<file path="src/common/lsc_pkg.sv">
/*
  Constants and types for the light sensor conversion control block.
  Assumes a 25 MHz core clock and a 16-bit configuration word.
*/
package lsc_pkg;
  // ----------------------------------------------------------------
  // configuration word field positions
  // ----------------------------------------------------------------
  localparam int RANGE_MSB = 15;
  localparam int RANGE_LSB = 12;
  localparam int CT_BIT = 11;
  localparam int MODE_MSB = 10;
  localparam int MODE_LSB = 9;
  localparam int OVF_BIT = 8;
  localparam int CRF_BIT = 7;
  localparam int FH_BIT = 6;
  localparam int FL_BIT = 5;
  localparam int LOWCFG_MSB = 4;

  // ----------------------------------------------------------------
  // reset values and codes
  // ----------------------------------------------------------------
  localparam logic [3:0] RANGE_AUTO = 4'hc;
  localparam logic [3:0] RANGE_MAX = 4'hb;
  localparam logic [3:0] RANGE_MIN = 4'h0;
  localparam logic [3:0] RANGE_MIDLOW = 4'h5;
  localparam logic [3:0] RANGE_RESET = 4'hc;
  localparam logic CT_RESET = 1'b1;
  localparam logic [4:0] LOWCFG_RESET = 5'h10;

  // ----------------------------------------------------------------
  // timing
  // ----------------------------------------------------------------
  localparam int unsigned CLK_HZ = 25000000;
  localparam int unsigned CONV_SHORT_MS = 100;
  localparam int unsigned CONV_LONG_MS = 800;
  localparam int unsigned CONV_SHORT_CYCLES = CONV_SHORT_MS * (CLK_HZ / 1000);
  localparam int unsigned CONV_LONG_CYCLES = CONV_LONG_MS * (CLK_HZ / 1000);
  localparam int CNT_W = 25;

  // ----------------------------------------------------------------
  // types
  // ----------------------------------------------------------------
  typedef enum logic [1:0] {
    MODE_SHUTDOWN = 2'b00,
    MODE_SINGLE = 2'b01,
    MODE_CONT_A = 2'b10,
    MODE_CONT_B = 2'b11
  } lsc_mode_t;

  typedef enum logic {
    ST_IDLE = 1'b0,
    ST_CONV = 1'b1
  } lsc_state_t;

  localparam lsc_mode_t MODE_RESET = MODE_SHUTDOWN;
endpackage : lsc_pkg

</file>
<file path="src/hw/lsc_conversion_control.sv">
/*
  Conversion control of a light sensor: configuration word, range
  selection with automatic ranging, conversion timing and mode.
  Assumes the serial port decodes register access into a one-cycle
  write strobe and reads the word combinationally; the converter front
  end presents mantissa and overflow on the same clock.
*/
`timescale 1ns/1ps
`default_nettype none
module lsc_conversion_control #(
  parameter int unsigned SHORT_CYCLES = lsc_pkg::CONV_SHORT_CYCLES,
  parameter int unsigned LONG_CYCLES = lsc_pkg::CONV_LONG_CYCLES
) (
  input wire logic clk,
  input wire logic rstn,
  input wire logic cfgWrEn,
  input wire logic [15:0] cfgWrData,
  output logic [15:0] cfgRdData,
  input wire logic adcOverflow,
  input wire logic [11:0] adcMantissa,
  input wire logic flagReady,
  input wire logic flagHigh,
  input wire logic flagLow,
  output logic [15:0] resultData,
  output logic convDone,
  output logic convActive,
  output logic [3:0] convRange,
  output logic convLong,
  output logic [1:0] resLossBits
);
  // ----------------------------------------------------------------
  // state
  // ----------------------------------------------------------------
  logic [3:0] rangeSel_q, rangeSel_d;
  logic ctSel_q, ctSel_d;
  lsc_pkg::lsc_mode_t mode_q, mode_d;
  logic overflowFlag_q, overflowFlag_d;
  logic [4:0] lowCfg_q, lowCfg_d;
  lsc_pkg::lsc_state_t state_q, state_d;
  logic [lsc_pkg::CNT_W-1:0] cnt_q, cnt_d;
  logic [3:0] autoRange_q, autoRange_d;
  logic [15:0] result_q, result_d;
  logic done_q, done_d;
  logic autoMode;
  logic [3:0] effRange;
  logic [lsc_pkg::CNT_W-1:0] lastCnt;
  logic endCnt;
  lsc_pkg::lsc_mode_t wrMode;

  assign autoMode = (rangeSel_q == lsc_pkg::RANGE_AUTO);
  assign effRange = autoMode ? autoRange_q : rangeSel_q;
  assign lastCnt = ctSel_q ? lsc_pkg::CNT_W'(LONG_CYCLES - 1)
                           : lsc_pkg::CNT_W'(SHORT_CYCLES - 1);
  assign endCnt = (state_q == lsc_pkg::ST_CONV) && (cnt_q == lastCnt);
  assign wrMode = lsc_pkg::lsc_mode_t'(cfgWrData[lsc_pkg::MODE_MSB:lsc_pkg::MODE_LSB]);

  // ----------------------------------------------------------------
  // next-state logic
  // ----------------------------------------------------------------
  always_comb begin
    rangeSel_d = rangeSel_q;
    ctSel_d = ctSel_q;
    mode_d = mode_q;
    overflowFlag_d = overflowFlag_q;
    lowCfg_d = lowCfg_q;
    state_d = state_q;
    cnt_d = cnt_q;
    autoRange_d = autoRange_q;
    result_d = result_q;
    done_d = 1'b0;
    if (cfgWrEn) begin
      // abort and optionally restart; flags not touched
      rangeSel_d = cfgWrData[lsc_pkg::RANGE_MSB:lsc_pkg::RANGE_LSB];
      ctSel_d = cfgWrData[lsc_pkg::CT_BIT];
      mode_d = wrMode;
      lowCfg_d = cfgWrData[lsc_pkg::LOWCFG_MSB:0];
      cnt_d = '0;
      autoRange_d = lsc_pkg::RANGE_MIN;
      state_d = (wrMode == lsc_pkg::MODE_SHUTDOWN) ? lsc_pkg::ST_IDLE
                                                   : lsc_pkg::ST_CONV;
    end else if (state_q == lsc_pkg::ST_CONV) begin
      cnt_d = cnt_q + 1'b1;
      if (endCnt) begin
        cnt_d = '0;
        if (autoMode && adcOverflow && (autoRange_q < lsc_pkg::RANGE_MAX)) begin
          autoRange_d = autoRange_q + 1'b1;
        end else begin
          result_d = {effRange, adcMantissa};
          overflowFlag_d = adcOverflow;
          done_d = 1'b1;
          autoRange_d = lsc_pkg::RANGE_MIN;
          if (mode_q == lsc_pkg::MODE_SINGLE) begin
            mode_d = lsc_pkg::MODE_SHUTDOWN;
            state_d = lsc_pkg::ST_IDLE;
          end
          // continuous codes stay converting
        end
      end
    end
  end

  always_ff @(posedge clk or negedge rstn) begin
    if (!rstn) begin
      rangeSel_q <= lsc_pkg::RANGE_RESET;
      ctSel_q <= lsc_pkg::CT_RESET;
      mode_q <= lsc_pkg::MODE_RESET;
      overflowFlag_q <= 1'b0;
      lowCfg_q <= lsc_pkg::LOWCFG_RESET;
      state_q <= lsc_pkg::ST_IDLE;
      cnt_q <= '0;
      autoRange_q <= lsc_pkg::RANGE_MIN;
      result_q <= '0;
      done_q <= 1'b0;
    end else begin
      rangeSel_q <= rangeSel_d;
      ctSel_q <= ctSel_d;
      mode_q <= mode_d;
      overflowFlag_q <= overflowFlag_d;
      lowCfg_q <= lowCfg_d;
      state_q <= state_d;
      cnt_q <= cnt_d;
      autoRange_q <= autoRange_d;
      result_q <= result_d;
      done_q <= done_d;
    end
  end

  // ----------------------------------------------------------------
  // resolution and outputs
  // ----------------------------------------------------------------
  always_comb begin
    resLossBits = 2'h0;
    if (!ctSel_q) begin
      if (effRange == lsc_pkg::RANGE_MIN) begin
        resLossBits = 2'h3;
      end else if (effRange < lsc_pkg::RANGE_MIDLOW) begin
        resLossBits = 2'h2;
      end else if (effRange == lsc_pkg::RANGE_MIDLOW) begin
        resLossBits = 2'h1;
      end
    end
  end

  assign cfgRdData = {rangeSel_q, ctSel_q, mode_q, overflowFlag_q,
                      flagReady, flagHigh, flagLow, lowCfg_q};
  assign resultData = result_q;
  assign convDone = done_q;
  assign convActive = (state_q == lsc_pkg::ST_CONV);
  assign convRange = effRange;
  assign convLong = ctSel_q;

  // ----------------------------------------------------------------
  // assertions
  // ----------------------------------------------------------------
  logic firstCycle_q;
  always_ff @(posedge clk or negedge rstn) begin
    if (!rstn) begin
      firstCycle_q <= 1'b1;
    end else begin
      firstCycle_q <= 1'b0;
    end
  end

  property p_reset_word;
    @(posedge clk) disable iff (!rstn)
      firstCycle_q |-> cfgRdData[15:8] == 8'hc8 && !convActive;
  endproperty
  a_reset_word: assert property (p_reset_word) else $error("reset config wrong");

  property p_fixed_range;
    @(posedge clk) disable iff (!rstn)
      !autoMode |-> convRange == rangeSel_q;
  endproperty
  a_fixed_range: assert property (p_fixed_range) else $error("fixed range not used");

  property p_result_exp;
    @(posedge clk) disable iff (!rstn)
      convDone |-> resultData[15:12] == $past(effRange) && resultData[15:12] <= 4'hb;
  endproperty
  a_result_exp: assert property (p_result_exp) else $error("exponent mismatch");

  property p_loss;
    @(posedge clk) disable iff (!rstn)
      (convLong |-> resLossBits == 2'h0) and
      (!convLong && convRange == 4'h0 |-> resLossBits == 2'h3) and
      (!convLong && convRange > 4'h5 |-> resLossBits == 2'h0);
  endproperty
  a_loss: assert property (p_loss) else $error("resolution loss wrong");

  property p_shutdown_idle;
    @(posedge clk) disable iff (!rstn)
      mode_q == lsc_pkg::MODE_SHUTDOWN && !cfgWrEn |=> !convActive;
  endproperty
  a_shutdown_idle: assert property (p_shutdown_idle) else $error("converting in shutdown");

  property p_single_clear;
    @(posedge clk) disable iff (!rstn)
      endCnt && !cfgWrEn && mode_q == lsc_pkg::MODE_SINGLE && !(autoMode && adcOverflow
      && autoRange_q < 4'hb) |=> convDone && cfgRdData[10:9] == 2'b00 && !convActive;
  endproperty
  a_single_clear: assert property (p_single_clear) else $error("single shot not cleared");

  property p_flags_kept;
    @(posedge clk) disable iff (!rstn)
      (!convDone |-> $stable(overflowFlag_q)) and
      (cfgRdData[7:5] == {flagReady, flagHigh, flagLow});
  endproperty
  a_flags_kept: assert property (p_flags_kept) else $error("flags disturbed");

  property p_continuous;
    @(posedge clk) disable iff (!rstn)
      convDone && mode_q[1] && !$past(cfgWrEn) |-> convActive && cnt_q == '0;
  endproperty
  a_continuous: assert property (p_continuous) else $error("continuous stopped");

  property p_write_restart;
    @(posedge clk) disable iff (!rstn)
      cfgWrEn && cfgWrData[10:9] != 2'b00 |=> convActive && cnt_q == '0 && !convDone;
  endproperty
  a_write_restart: assert property (p_write_restart) else $error("write did not restart");

  property p_auto_step;
    @(posedge clk) disable iff (!rstn)
      endCnt && autoMode && adcOverflow && autoRange_q < 4'hb && !cfgWrEn
      |=> !convDone && autoRange_q == $past(autoRange_q) + 4'h1 && convActive;
  endproperty
  a_auto_step: assert property (p_auto_step) else $error("auto range not raised");

  // conversion length measured from its start
  logic [lsc_pkg::CNT_W-1:0] runLen_q, runLen_d;
  always_comb begin
    runLen_d = runLen_q;
    if (cfgWrEn) begin
      runLen_d = '0;
    end else if (convActive) begin
      runLen_d = convDone ? lsc_pkg::CNT_W'(1) : runLen_q + 1'b1;
    end
  end

  always_ff @(posedge clk or negedge rstn) begin
    if (!rstn) begin
      runLen_q <= '0;
    end else begin
      runLen_q <= runLen_d;
    end
  end

  property p_conv_len;
    @(posedge clk) disable iff (!rstn)
      convDone && !autoMode |->
        32'(runLen_q) == (convLong ? LONG_CYCLES : SHORT_CYCLES);
  endproperty
  a_conv_len: assert property (p_conv_len) else $error("conversion length wrong");

  property p_single_hold;
    @(posedge clk) disable iff (!rstn)
      cfgRdData[lsc_pkg::MODE_MSB:lsc_pkg::MODE_LSB] == lsc_pkg::MODE_SINGLE |-> convActive;
  endproperty
  a_single_hold: assert property (p_single_hold) else $error("mode 01 idle");

  property p_cont_busy;
    @(posedge clk) disable iff (!rstn)
      mode_q == lsc_pkg::MODE_CONT_A || mode_q == lsc_pkg::MODE_CONT_B |-> convActive;
  endproperty
  a_cont_busy: assert property (p_cont_busy) else $error("continuous mode idle");

  property p_auto_ovf;
    @(posedge clk) disable iff (!rstn)
      convDone && autoMode && overflowFlag_q |-> resultData[15:12] == lsc_pkg::RANGE_MAX;
  endproperty
  a_auto_ovf: assert property (p_auto_ovf) else $error("auto overflow below max");

  property p_auto_start;
    @(posedge clk) disable iff (!rstn)
      cfgWrEn && cfgWrData[lsc_pkg::RANGE_MSB:lsc_pkg::RANGE_LSB] == lsc_pkg::RANGE_AUTO
      |=> autoMode && convRange == lsc_pkg::RANGE_MIN;
  endproperty
  a_auto_start: assert property (p_auto_start) else $error("auto range not restarted");

  c_single: cover property (@(posedge clk) disable iff (!rstn)
    convDone && mode_q == lsc_pkg::MODE_SHUTDOWN);
  c_continuous: cover property (@(posedge clk) disable iff (!rstn)
    convDone && mode_q[1]);
  c_auto_step: cover property (@(posedge clk) disable iff (!rstn)
    autoMode && autoRange_q == 4'h2);
  c_abort: cover property (@(posedge clk) disable iff (!rstn)
    cfgWrEn && convActive);
endmodule : lsc_conversion_control
`default_nettype wire

</file>
<file path="config.mk">
export PLATFORM = sky130hd
export DESIGN_NAME = lsc_conversion_control
export DESIGN_NICKNAME = d
export VERILOG_FILES = /design/src/common/lsc_pkg.sv /design/src/hw/lsc_conversion_control.sv
export SDC_FILE = /design/constraint.sdc
export NUM_CORES = 1
export LEC_CHECK = 0
export BUFFER_PORTS_ARGS = -buffer_cell sky130_fd_sc_hd__buf_2
export CAP_MARGIN = 25
export CORE_MARGIN = 8
export CORE_UTILIZATION = 36
export DETAILED_ROUTE_END_ITERATION = 12
export PLACE_DENSITY = 0.61
export SYNTH_ARGS = -nofsm -noshare
export SYNTH_HDL_FRONTEND = slang
export SYNTH_SLANG_ARGS = --single-unit
</file>
<file path="constraint.sdc">
create_clock -name clk -period 3.4 [get_ports clk]
set_input_delay 0.17 -clock clk [delete_from_list [all_inputs] [get_ports clk]]
set_output_delay 0.17 -clock clk [all_outputs]
set_load 0.05 [all_outputs]
</file>
; ---- Word level (Yosys, flattened, before mapping)
; Index checks and enable logic that the tools add are counted.
; W data, S select, Z words.
[op_classes]
addsub = 2
order_cmp = 2
n_eq_ne = 5
muxes = 28
n_bitwise = 2
reduce_logical = 11
[op_table]
columns = op, count
row1 = $mux W25, 4
row2 = $add A25 B1 Y25 const B, 1
row3 = $eq A25 B25 Y1, 1
row4 = $mux W4, 5
row5 = $mux W2, 8
row6 = $mux W1, 11
row7 = $reduce_and A4 Y1, 2
row8 = $reduce_bool A2 Y1, 3
row9 = $add A4 B1 Y4 const B, 1
row10 = $eq A4 B3 Y1 const B, 1
row11 = $eq A4 B4 Y1 const B, 1
row12 = $logic_not A4 Y1, 1
row13 = $lt A4 B3 Y1 const B, 1
row14 = $lt A4 B4 Y1 const B, 1
row15 = $logic_and A1 B1 Y1, 3
row16 = $eq A2 B1 Y1 const B, 1
row17 = $logic_not A2 Y1, 1
row18 = $ne A2 B2 Y1 const B, 1
row19 = $not A1 Y1, 2
row20 = $reduce_and A2 Y1, 1
[totals]
reg_bits = 60
input_bits = 35
out_inout_bits = 41
elab_cells = 60

; ---- Longest topological paths before layout
; Gate-level depths: netlist of the first run.
[depth]
ltp_word = 7
mapped_depth = 7
mapped_depth_nobuf = 6

; ---- Worst setup path before layout of the first run
; Ideal clock, no wire load.
[synth_timing]
path_type = register -> output
startpoint = register rangeSel_q[0]
endpoint = output port resLossBits[0]
t_arrival_ns = 2.967
required_time_ns = 3.230
setup_slack_ns = 0.263
path_stages_with_launch = 4
path_buffers = 0
path_cell_list = dfrtp_1 -> nor2_1 -> a31oi_1 -> nor4_1
[synth_between]
elab_chain_cells = 7
elab_cells_between_ends = 9
classes_between = order compare: 1 / eq/ne: 2 / mux: 5 / reduce/logical: 1
[synth_rtl]
columns = item, line
row1 = from (decl), lsc_conversion_control.sv:34  ; logic [3:0] rangeSel_q, rangeSel_d;
row2 = from (signal assigned), lsc_conversion_control.sv:104  ; rangeSel_q <= lsc_pkg::RANGE_RESET;
row3 = from (signal assigned), lsc_conversion_control.sv:115  ; rangeSel_q <= rangeSel_d;
row4 = $eq A4 B4 Y1 (*), lsc_conversion_control.sv:50  ; assign autoMode = (rangeSel_q == lsc_pkg::RANGE_AUTO);
row5 = $mux W4 (*), lsc_conversion_control.sv:51  ; assign effRange = autoMode ? autoRange_q : rangeSel_q;
row6 = named net convRange[3], lsc_conversion_control.sv:27  ; output logic [3:0] convRange,
row7 = branches (longest 3 deep; another with $lt A4 B3 Y1), --
row8 = $mux W2 (*), lsc_conversion_control.sv:134  ; if (effRange == lsc_pkg::RANGE_MIN) begin
row9 = $mux W2 (*), lsc_conversion_control.sv:133  ; if (!ctSel_q) begin
row10 = to (decl), lsc_conversion_control.sv:29  ; output logic [1:0] resLossBits
; Mark *: on every way through the listed nets, which the timed path passes.

; ---- Final worst setup path of the first run
[layout_timing]
startpoint = register cnt_q[19] (netlist name)
endpoint = register autoRange_q[0]
[layout_between]
elab_chain_cells = 4
[layout_rtl]
columns = item, line
row1 = from (decl), lsc_conversion_control.sv:40  ; logic [lsc_pkg::CNT_W-1:0] cnt_q, cnt_d;
row2 = from (signal assigned), lsc_conversion_control.sv:121  ; cnt_q <= cnt_d;
row3 = $eq A25 B25 Y1, lsc_conversion_control.sv:54  ; assign endCnt = (state_q == lsc_pkg::ST_CONV) && (cnt_q == lastCnt);
row4 = $logic_and A1 B1 Y1, lsc_conversion_control.sv:54
row5 = $reduce_bool A2 Y1 (no line), --
row6 = $reduce_and A2 Y1 (no line), --
row7 = to (signal assigned), lsc_conversion_control.sv:111  ; autoRange_q <= lsc_pkg::RANGE_MIN;
row8 = to (signal assigned), lsc_conversion_control.sv:122  ; autoRange_q <= autoRange_d;
row9 = to (decl), lsc_conversion_control.sv:41  ; logic [3:0] autoRange_q, autoRange_d;
; Every way passes these cells.
; A chain may end at the register's enable or synchronous reset.

==> results of run 1 <==
## state kept, by name, indices dropped and copies added (netlist names)
register        count
cnt_q              25
convDone            1
rangeSel_q          4
convLong            1
convActive          1
lowCfg_q            5
resultData         16
mode_q              2
overflowFlag_q      1
autoRange_q         4
## path summary, 6_finish.rpt
| path | to | start | cells past startpoint |
|---|---|---|---|
| worst min register to register | resultData[13] | resultData[13] | 2 |
| worst max register to register | autoRange_q[0] | cnt_q[19] | 5 |
| min in group asynchronous | resultData[11] | rstn | 2 |
| max in group asynchronous | cnt_q[4] | rstn | 4 |
| worst max-delay path | autoRange_q[0] | cnt_q[19] | 5 |
| worst min-delay path | rangeSel_q[1] | cfgWrData[13] | 3 |
## worst max-delay path, stage by stage, from the launching register on
cell	delay [ns]
dfrtp_1	0.42
or4_1	0.54
nor4_1	0.44
o21ai_1	0.41
or3b_1	0.47
a21oi_1	0.15
## metrics by stage
stage	std cells	power, W	instance area, um2	util	worst slack, ns
2_1_floorplan	275	0.000910	2970	-	0.263
3_3_place_gp	432	0.000966	3370	0.416	0.943
3_5_place_dp	432	0.000970	3370	0.416	0.908
4_1_cts	449	0.00167	3590	0.444	0.881
5_1_grt	450	0.00171	3610	0.447	0.729
6_report	450	0.00164	3610	0.447	0.885
## layout by cell type (no fill, tap or decap), types with 3 or more instances in the layout
cell type  instances
nand3_1           13
a21oi_1            5
nand4b_1           4
and3_1             4
or4bb_1            4
o21ai_0           10
nor3_1             8
buf_2             65
nor4_1             4
xor2_1            18
mux2_2             8
xnor2_1            6
nand2_1           20
dfstp_2            4
buf_4              3
nor2_1            29
nand4_1           10
clkbuf_8          13
mux2_4            14
inv_1             11
dfrtp_1           56
a31oi_1            4
## report_power, final
part           switching (W)  internal, W
Combinational       0.000148    0.0000542
Sequential         0.0000196     0.000736
Clock               0.000264     0.000419
Total               0.000432      0.00121
## kinds of logic after synthesis
| group | share of synthesized area |
|---|---|
| adder cells (fa/ha/maj) | 0.00842 |
| AND/OR/NAND/NOR | 0.214 |
| multiplexers | 0.101 |
| flip-flops | 0.507 |
| buffers and inverters | 0.0434 |
| AO/OA/AOI/OAI | 0.0552 |
| XOR/XNOR | 0.0708 |
## layout make-up
| class | count | area [um2] |
|---|---|---|
| inverter | 11 | 41.3 |
| tap | 105 | 131 |
| fill | 781 | 4480 |
| sequential | 60 | 1510 |
| timing repair buffer | 70 | 378 |
| clock buffer | 15 | 186 |
| clock inverter | 1 | 30.0 |
| multi-input combinational | 188 | 1340 |
## per-layer routing
metal	part of all wire	vias to the layer above	track usage	routed length, um
li1	-	1094	-	-
met4	0.015	0	0.0553	102
met1	0.46	1119	0.145	3050
met5	0	-	0	0
met2	0.46	46	0.190	3070
met3	0.067	8	0.0468	450
==> summary.txt, run 1 <==
status -> finished, final reports clean
area of the die -> 11400 um2
WP data arrival -> 2.78 ns
CTS tree -> built
final hold vios -> 0
Post-CTS Setup Bufs -> 0
input/output buffers -> 65
# diodes -> 0
Main synth FF type -> dfrtp_1
first-pass GRT wire length -> 11.2 mm
largest net degree at the start of global routing -> 43
Mapped Area -> 2970 um2
RD Place Congestion -> 0.828
max_slew headroom -> 0.450
Clock Sinks -> 60
Die Y -> 107 um
clk slew on worst S/H paths -> 0.07 ns
grt ovf -> 0
Post-Syn Nets -> 312
IO Pins -> 76
Area Growth Syn to Fin -> 21.7%
fin nets -> 377
Clock Root Buffer -> clkbuf_8
Synth top area share -> 0.472
Leak Pwr -> 1.71 nW
WL/cell -> 14.8 um
PD cells -> 454 nW/um2
clk_lat worst skew -> 0.34 ns
Global Route Usage Sum -> 0.122
fmax -> 0.398 GHz
Routed Antenna Nets -> 0
library cells used by synthesis -> 40
WP data required -> 3.66 ns
Hold WS -> 0.0346 ns
Slew Limit Fails -> 0
HP Class -> input port to flop
Post-synth EDFFs -> 0
RSZ-0062 raised after global routing -> false
vias in the first global route -> 2302
register area share after synthesis -> 0.507
clk_skew -> 0.00929 ns
Setup TNS Final -> 0 ns
kind of critical path -> flop to flop
H-tree levels -> 3
Pre-antenna DRT Iters -> 4
async set-reset flop share out of synthesis -> 1.00
vias -> 2267
routed wire length -> 6.67 mm
area leader, netlist -> dfrtp_1
startpoint types -> flop
hold buffers post-CTS -> 1
Final period util -> 0.740
fraction of layout cells with a size suffix above 1 -> 0.328
Starting Density -> 0.367
Synth Instances -> 275
min cycle time layout -> 2.51 ns
most common cell in the netlist -> dfrtp_1
synthesized area per cell -> 10.8 um2
DR DRC count -> 0
critical path endpoint category -> flop
Std-Cell Rows -> 33
vias per inst -> 5.04
Starting DRT DRC Count -> 101
CORE AREA -> 8090 um2
Detail Placement HPWL -> 4.75 mm
antenna violations before repair -> 0
Synth area leaders -> dfrtp_1 (47%), mux2_4 (7.1%), xor2_1 (5.3%)
Die Width -> 107 um
Tightest Pin Transition -> 0.820 ns
Post-CTS Resized -> 0
Setup-failing EPs final -> 0
Worst Path Max Fanout -> 12
most instantiated cells after synthesis -> dfrtp_1 (56), nor2_1 (29), nand2_1 (20), xor2_1 (18), mux2_4 (14)
MaxCap Viol Count -> 0
Reg2Reg Setup Slack -> 0.89 ns
CTS Buf Count -> 9
Clock Path Buffers -> 2
Yosys warnings -> 0
Worst VDD drop -> 0.000242 V
register bit total from synthesis -> 60
Power figures use the tool's default switching activity.
==> run 2, diff against run 1 <==
==> constraint.sdc (replaced) <==
create_clock -name clk -period 2.4 [get_ports clk]
set_input_delay 0.12 -clock clk [delete_from_list [all_inputs] [get_ports clk]]
set_output_delay 0.12 -clock clk [all_outputs]
set_load 0.05 [all_outputs]
==> run 2 against run 1 <==
Net effect: sequential share of layout area down 2.5 points; register-to-register slack worse by 0.74 ns; die area unchanged; critical endpoint is now convActive; power up 41%; clock power up 37%; largest power group unchanged; critical path depth up 2; highest routed layer unchanged; setup slack worse by 0.74 ns.
==> summary.txt, run 2 (same netlist as run 1, synthesis figures left out) <==
hold depth -> 2 (was 3)
hold_sp -> cfgWrData[1] (was cfgWrData[13])
CORE AREA -> 8090 um2 (unchanged)
Clock power frac -> 0.404 (was 0.416)
vias in the first global route -> 2496 (was 2302)
worst reg2reg path endpoint -> convActive (was autoRange_q[0])
commonest non-fill, non-tap cells in the layout -> buf_2 (65), dfrtp_1 (56), nor2_1 (29) (unchanged)
Global Route Usage Sum -> 0.128 (was 0.122)
max reg flops -> 25 (unchanged)
final hold vios -> 0 (unchanged)
RD Place Congestion -> 0.797 (was 0.828)
min cycle time layout -> 2.25 ns (was 2.51 ns)
largest net degree at the start of global routing -> 34 (was 43)
Setup-failing EPs final -> 0 (unchanged)
CTS tree -> built (unchanged)
Design Power -> 0.00232 W (was 0.00164 W)
WP data arrival -> 2.45 ns (was 2.78 ns)
Slew Limit Fails -> 0 (unchanged)
vias per inst -> 4.99 (was 5.04)
kind of critical path -> flop to flop (unchanged)
Finished Layout Cells -> 474 (was 450)
area of the die -> 11400 um2 (unchanged)
routed wire length -> 7.03 mm (was 6.67 mm)
Regs by FF count -> cnt_q: 25 flops, resultData: 16 flops, lowCfg_q: 5 flops (unchanged)
P_int -> 0.00167 W (was 0.00121 W)
Area Growth Syn to Fin -> 29.3% (was 21.7%)
Clock Path Buffers -> 2 (unchanged)
status -> finished, final reports clean (unchanged)
WL met3 -> 417 um (was 450 um)
Starting Density -> 0.367 (unchanged)
# diodes -> 0 (unchanged)
input/output buffers -> 65 (unchanged)
Std-Cell Rows -> 33 (unchanged)
Met1 Wirelength -> 3.31 mm (was 3.05 mm)
R2R depth -> 7 (was 5)
fin nets -> 401 (was 377)
Comb power frac -> 0.136 (was 0.123)
vias -> 2365 (was 2267)
post-placement cell count -> 448 (was 432)
Starting DRT DRC Count -> 84 (was 101)
HP Class -> input port to flop (unchanged)
Pre-antenna DRT Iters -> 4 (unchanged)
MaxCap Viol Count -> 0 (unchanged)
Worst VDD drop -> 0.000266 V (was 0.000242 V)
WL/cell -> 14.8 um (about the same)
fraction of layout cells with a size suffix above 1 -> 0.355 (was 0.328)
grt ovf -> 0 (unchanged)
Clock Sinks -> 60 (unchanged)
Routed Antenna Nets -> 0 (unchanged)
startpoint types -> flop (unchanged)
CTS Buf Count -> 9 (unchanged)
Reg2Reg Setup Slack -> 0.15 ns (was 0.89 ns)
max layer used -> met4 (unchanged)
Sw Share -> 0.278 (was 0.263)
antenna violations before repair -> 0 (unchanged)
IO Pins -> 76 (unchanged)
WP data required -> 2.60 ns (was 3.66 ns)
Final period util -> 0.939 (was 0.740)
clk_skew -> 0.00703 ns (was 0.00929 ns)
DR DRC count -> 0 (unchanged)
part of the power in registers -> 0.461 (was 0.460)
Leak Pwr -> 1.83 nW (was 1.71 nW)
clk slew on worst S/H paths -> 0.07 ns (about the same)
RSZ-0062 raised after global routing -> false (unchanged)
Detail Placement HPWL -> 4.97 mm (was 4.75 mm)
Area after DPL -> 3540 um2 (was 3370 um2)
r2r startpoint -> cnt_q[19] (unchanged)
Clock Root Buffer -> clkbuf_8 (unchanged)
NetSw -> 0.000644 W (was 0.000432 W)
Finished Core Util -> 0.475 (was 0.447)
critical path endpoint category -> flop (unchanged)
first-pass GRT wire length -> 12.0 mm (was 11.2 mm)
Die Width -> 107 um (unchanged)
Tightest Pin Transition -> 0.646 ns (was 0.820 ns)
H-tree levels -> 3 (unchanged)
met2 WL post-DR -> 3.21 mm (was 3.07 mm)
Top reg by flops -> cnt_q (unchanged)
PD cells -> 603 nW/um2 (was 454 nW/um2)
max_slew headroom -> 0.569 (was 0.450)
post-route cell area -> 3840 um2 (was 3610 um2)
Die Y -> 107 um (unchanged)
commonest non-fill, non-tap cell in the layout -> buf_2 (unchanged)
Worst Path Max Fanout -> 8 (was 12)
fmax -> 0.444 GHz (was 0.398 GHz)
Hold WS -> 0.0169 ns (was 0.0346 ns)
clk_lat worst skew -> 0.33 ns (was 0.34 ns)
Hold EP -> lowCfg_q[1] (was rangeSel_q[1])
==> run 2: power by group through the flow <==
stage	Clock [W]	Sequential, W	Combinational [W]
floorplan	0	0.00116	0.000136
global placement	0	0.00108	0.000301
detailed placement	0	0.00109	0.000305
CTS	0.000973	0.00107	0.000318
global route	0.00101	0.00107	0.000336
finish	0.000935	0.00107	0.000314
==> run 2: worst max path at each step <==
stage                                end  slack, ns  cells after the start           from
after floorplan           resLossBits[0]      -0.13                      3  rangeSel_q[0]
after global placement        convActive       0.13                      7      cnt_q[19]
after detailed placement      convActive       0.14                      7      cnt_q[19]
after CTS                     convActive       0.10                      7      cnt_q[19]
after global routing           mode_q[0]      0.006                      7      cnt_q[19]
final                         convActive       0.15                      7      cnt_q[19]
==> run 2: layout make-up <==
class	count	area, um2
Tap cell	105	131
Clock buffer	12	155
Fill cell	803	4250
Timing Repair Buffer	94	606
Multi-Input combinational cell	188	1350
Inverter	11	41.3
Sequential cell	60	1510
Clock inverter	4	48.8
==> run 2: critical path, stage by stage (launching register included) <==
cell	delay, ns
dfrtp_1	0.44
or4_1	0.54
nor4_1	0.30
buf_4	0.17
o21ai_1	0.13
buf_4	0.20
nor3_1	0.22
a31oi_1	0.12
==> run 2: repair_timing <==
action                                 in CTS  in global routing
setup buffers                               0                  0
endpoints found under the hold margin      33                  0
resized for setup                           0                  0
hold buffers                               10                  0
==> run 2: metal layers <==
metal  GRT usage  vias up
li1            -     1143
met1       0.166     1156
met2       0.198       57
met3      0.0378        9
met4      0.0482        0
met5           0        -
==> run 2: through the flow <==
step	setup WS [ns]	TNS (ns)
after global placement	0.129	0
after CTS	0.102	0
after floorplan	-0.134	-0.134
after global routing	0.00611	0
final	0.146	0
after detailed placement	0.138	0
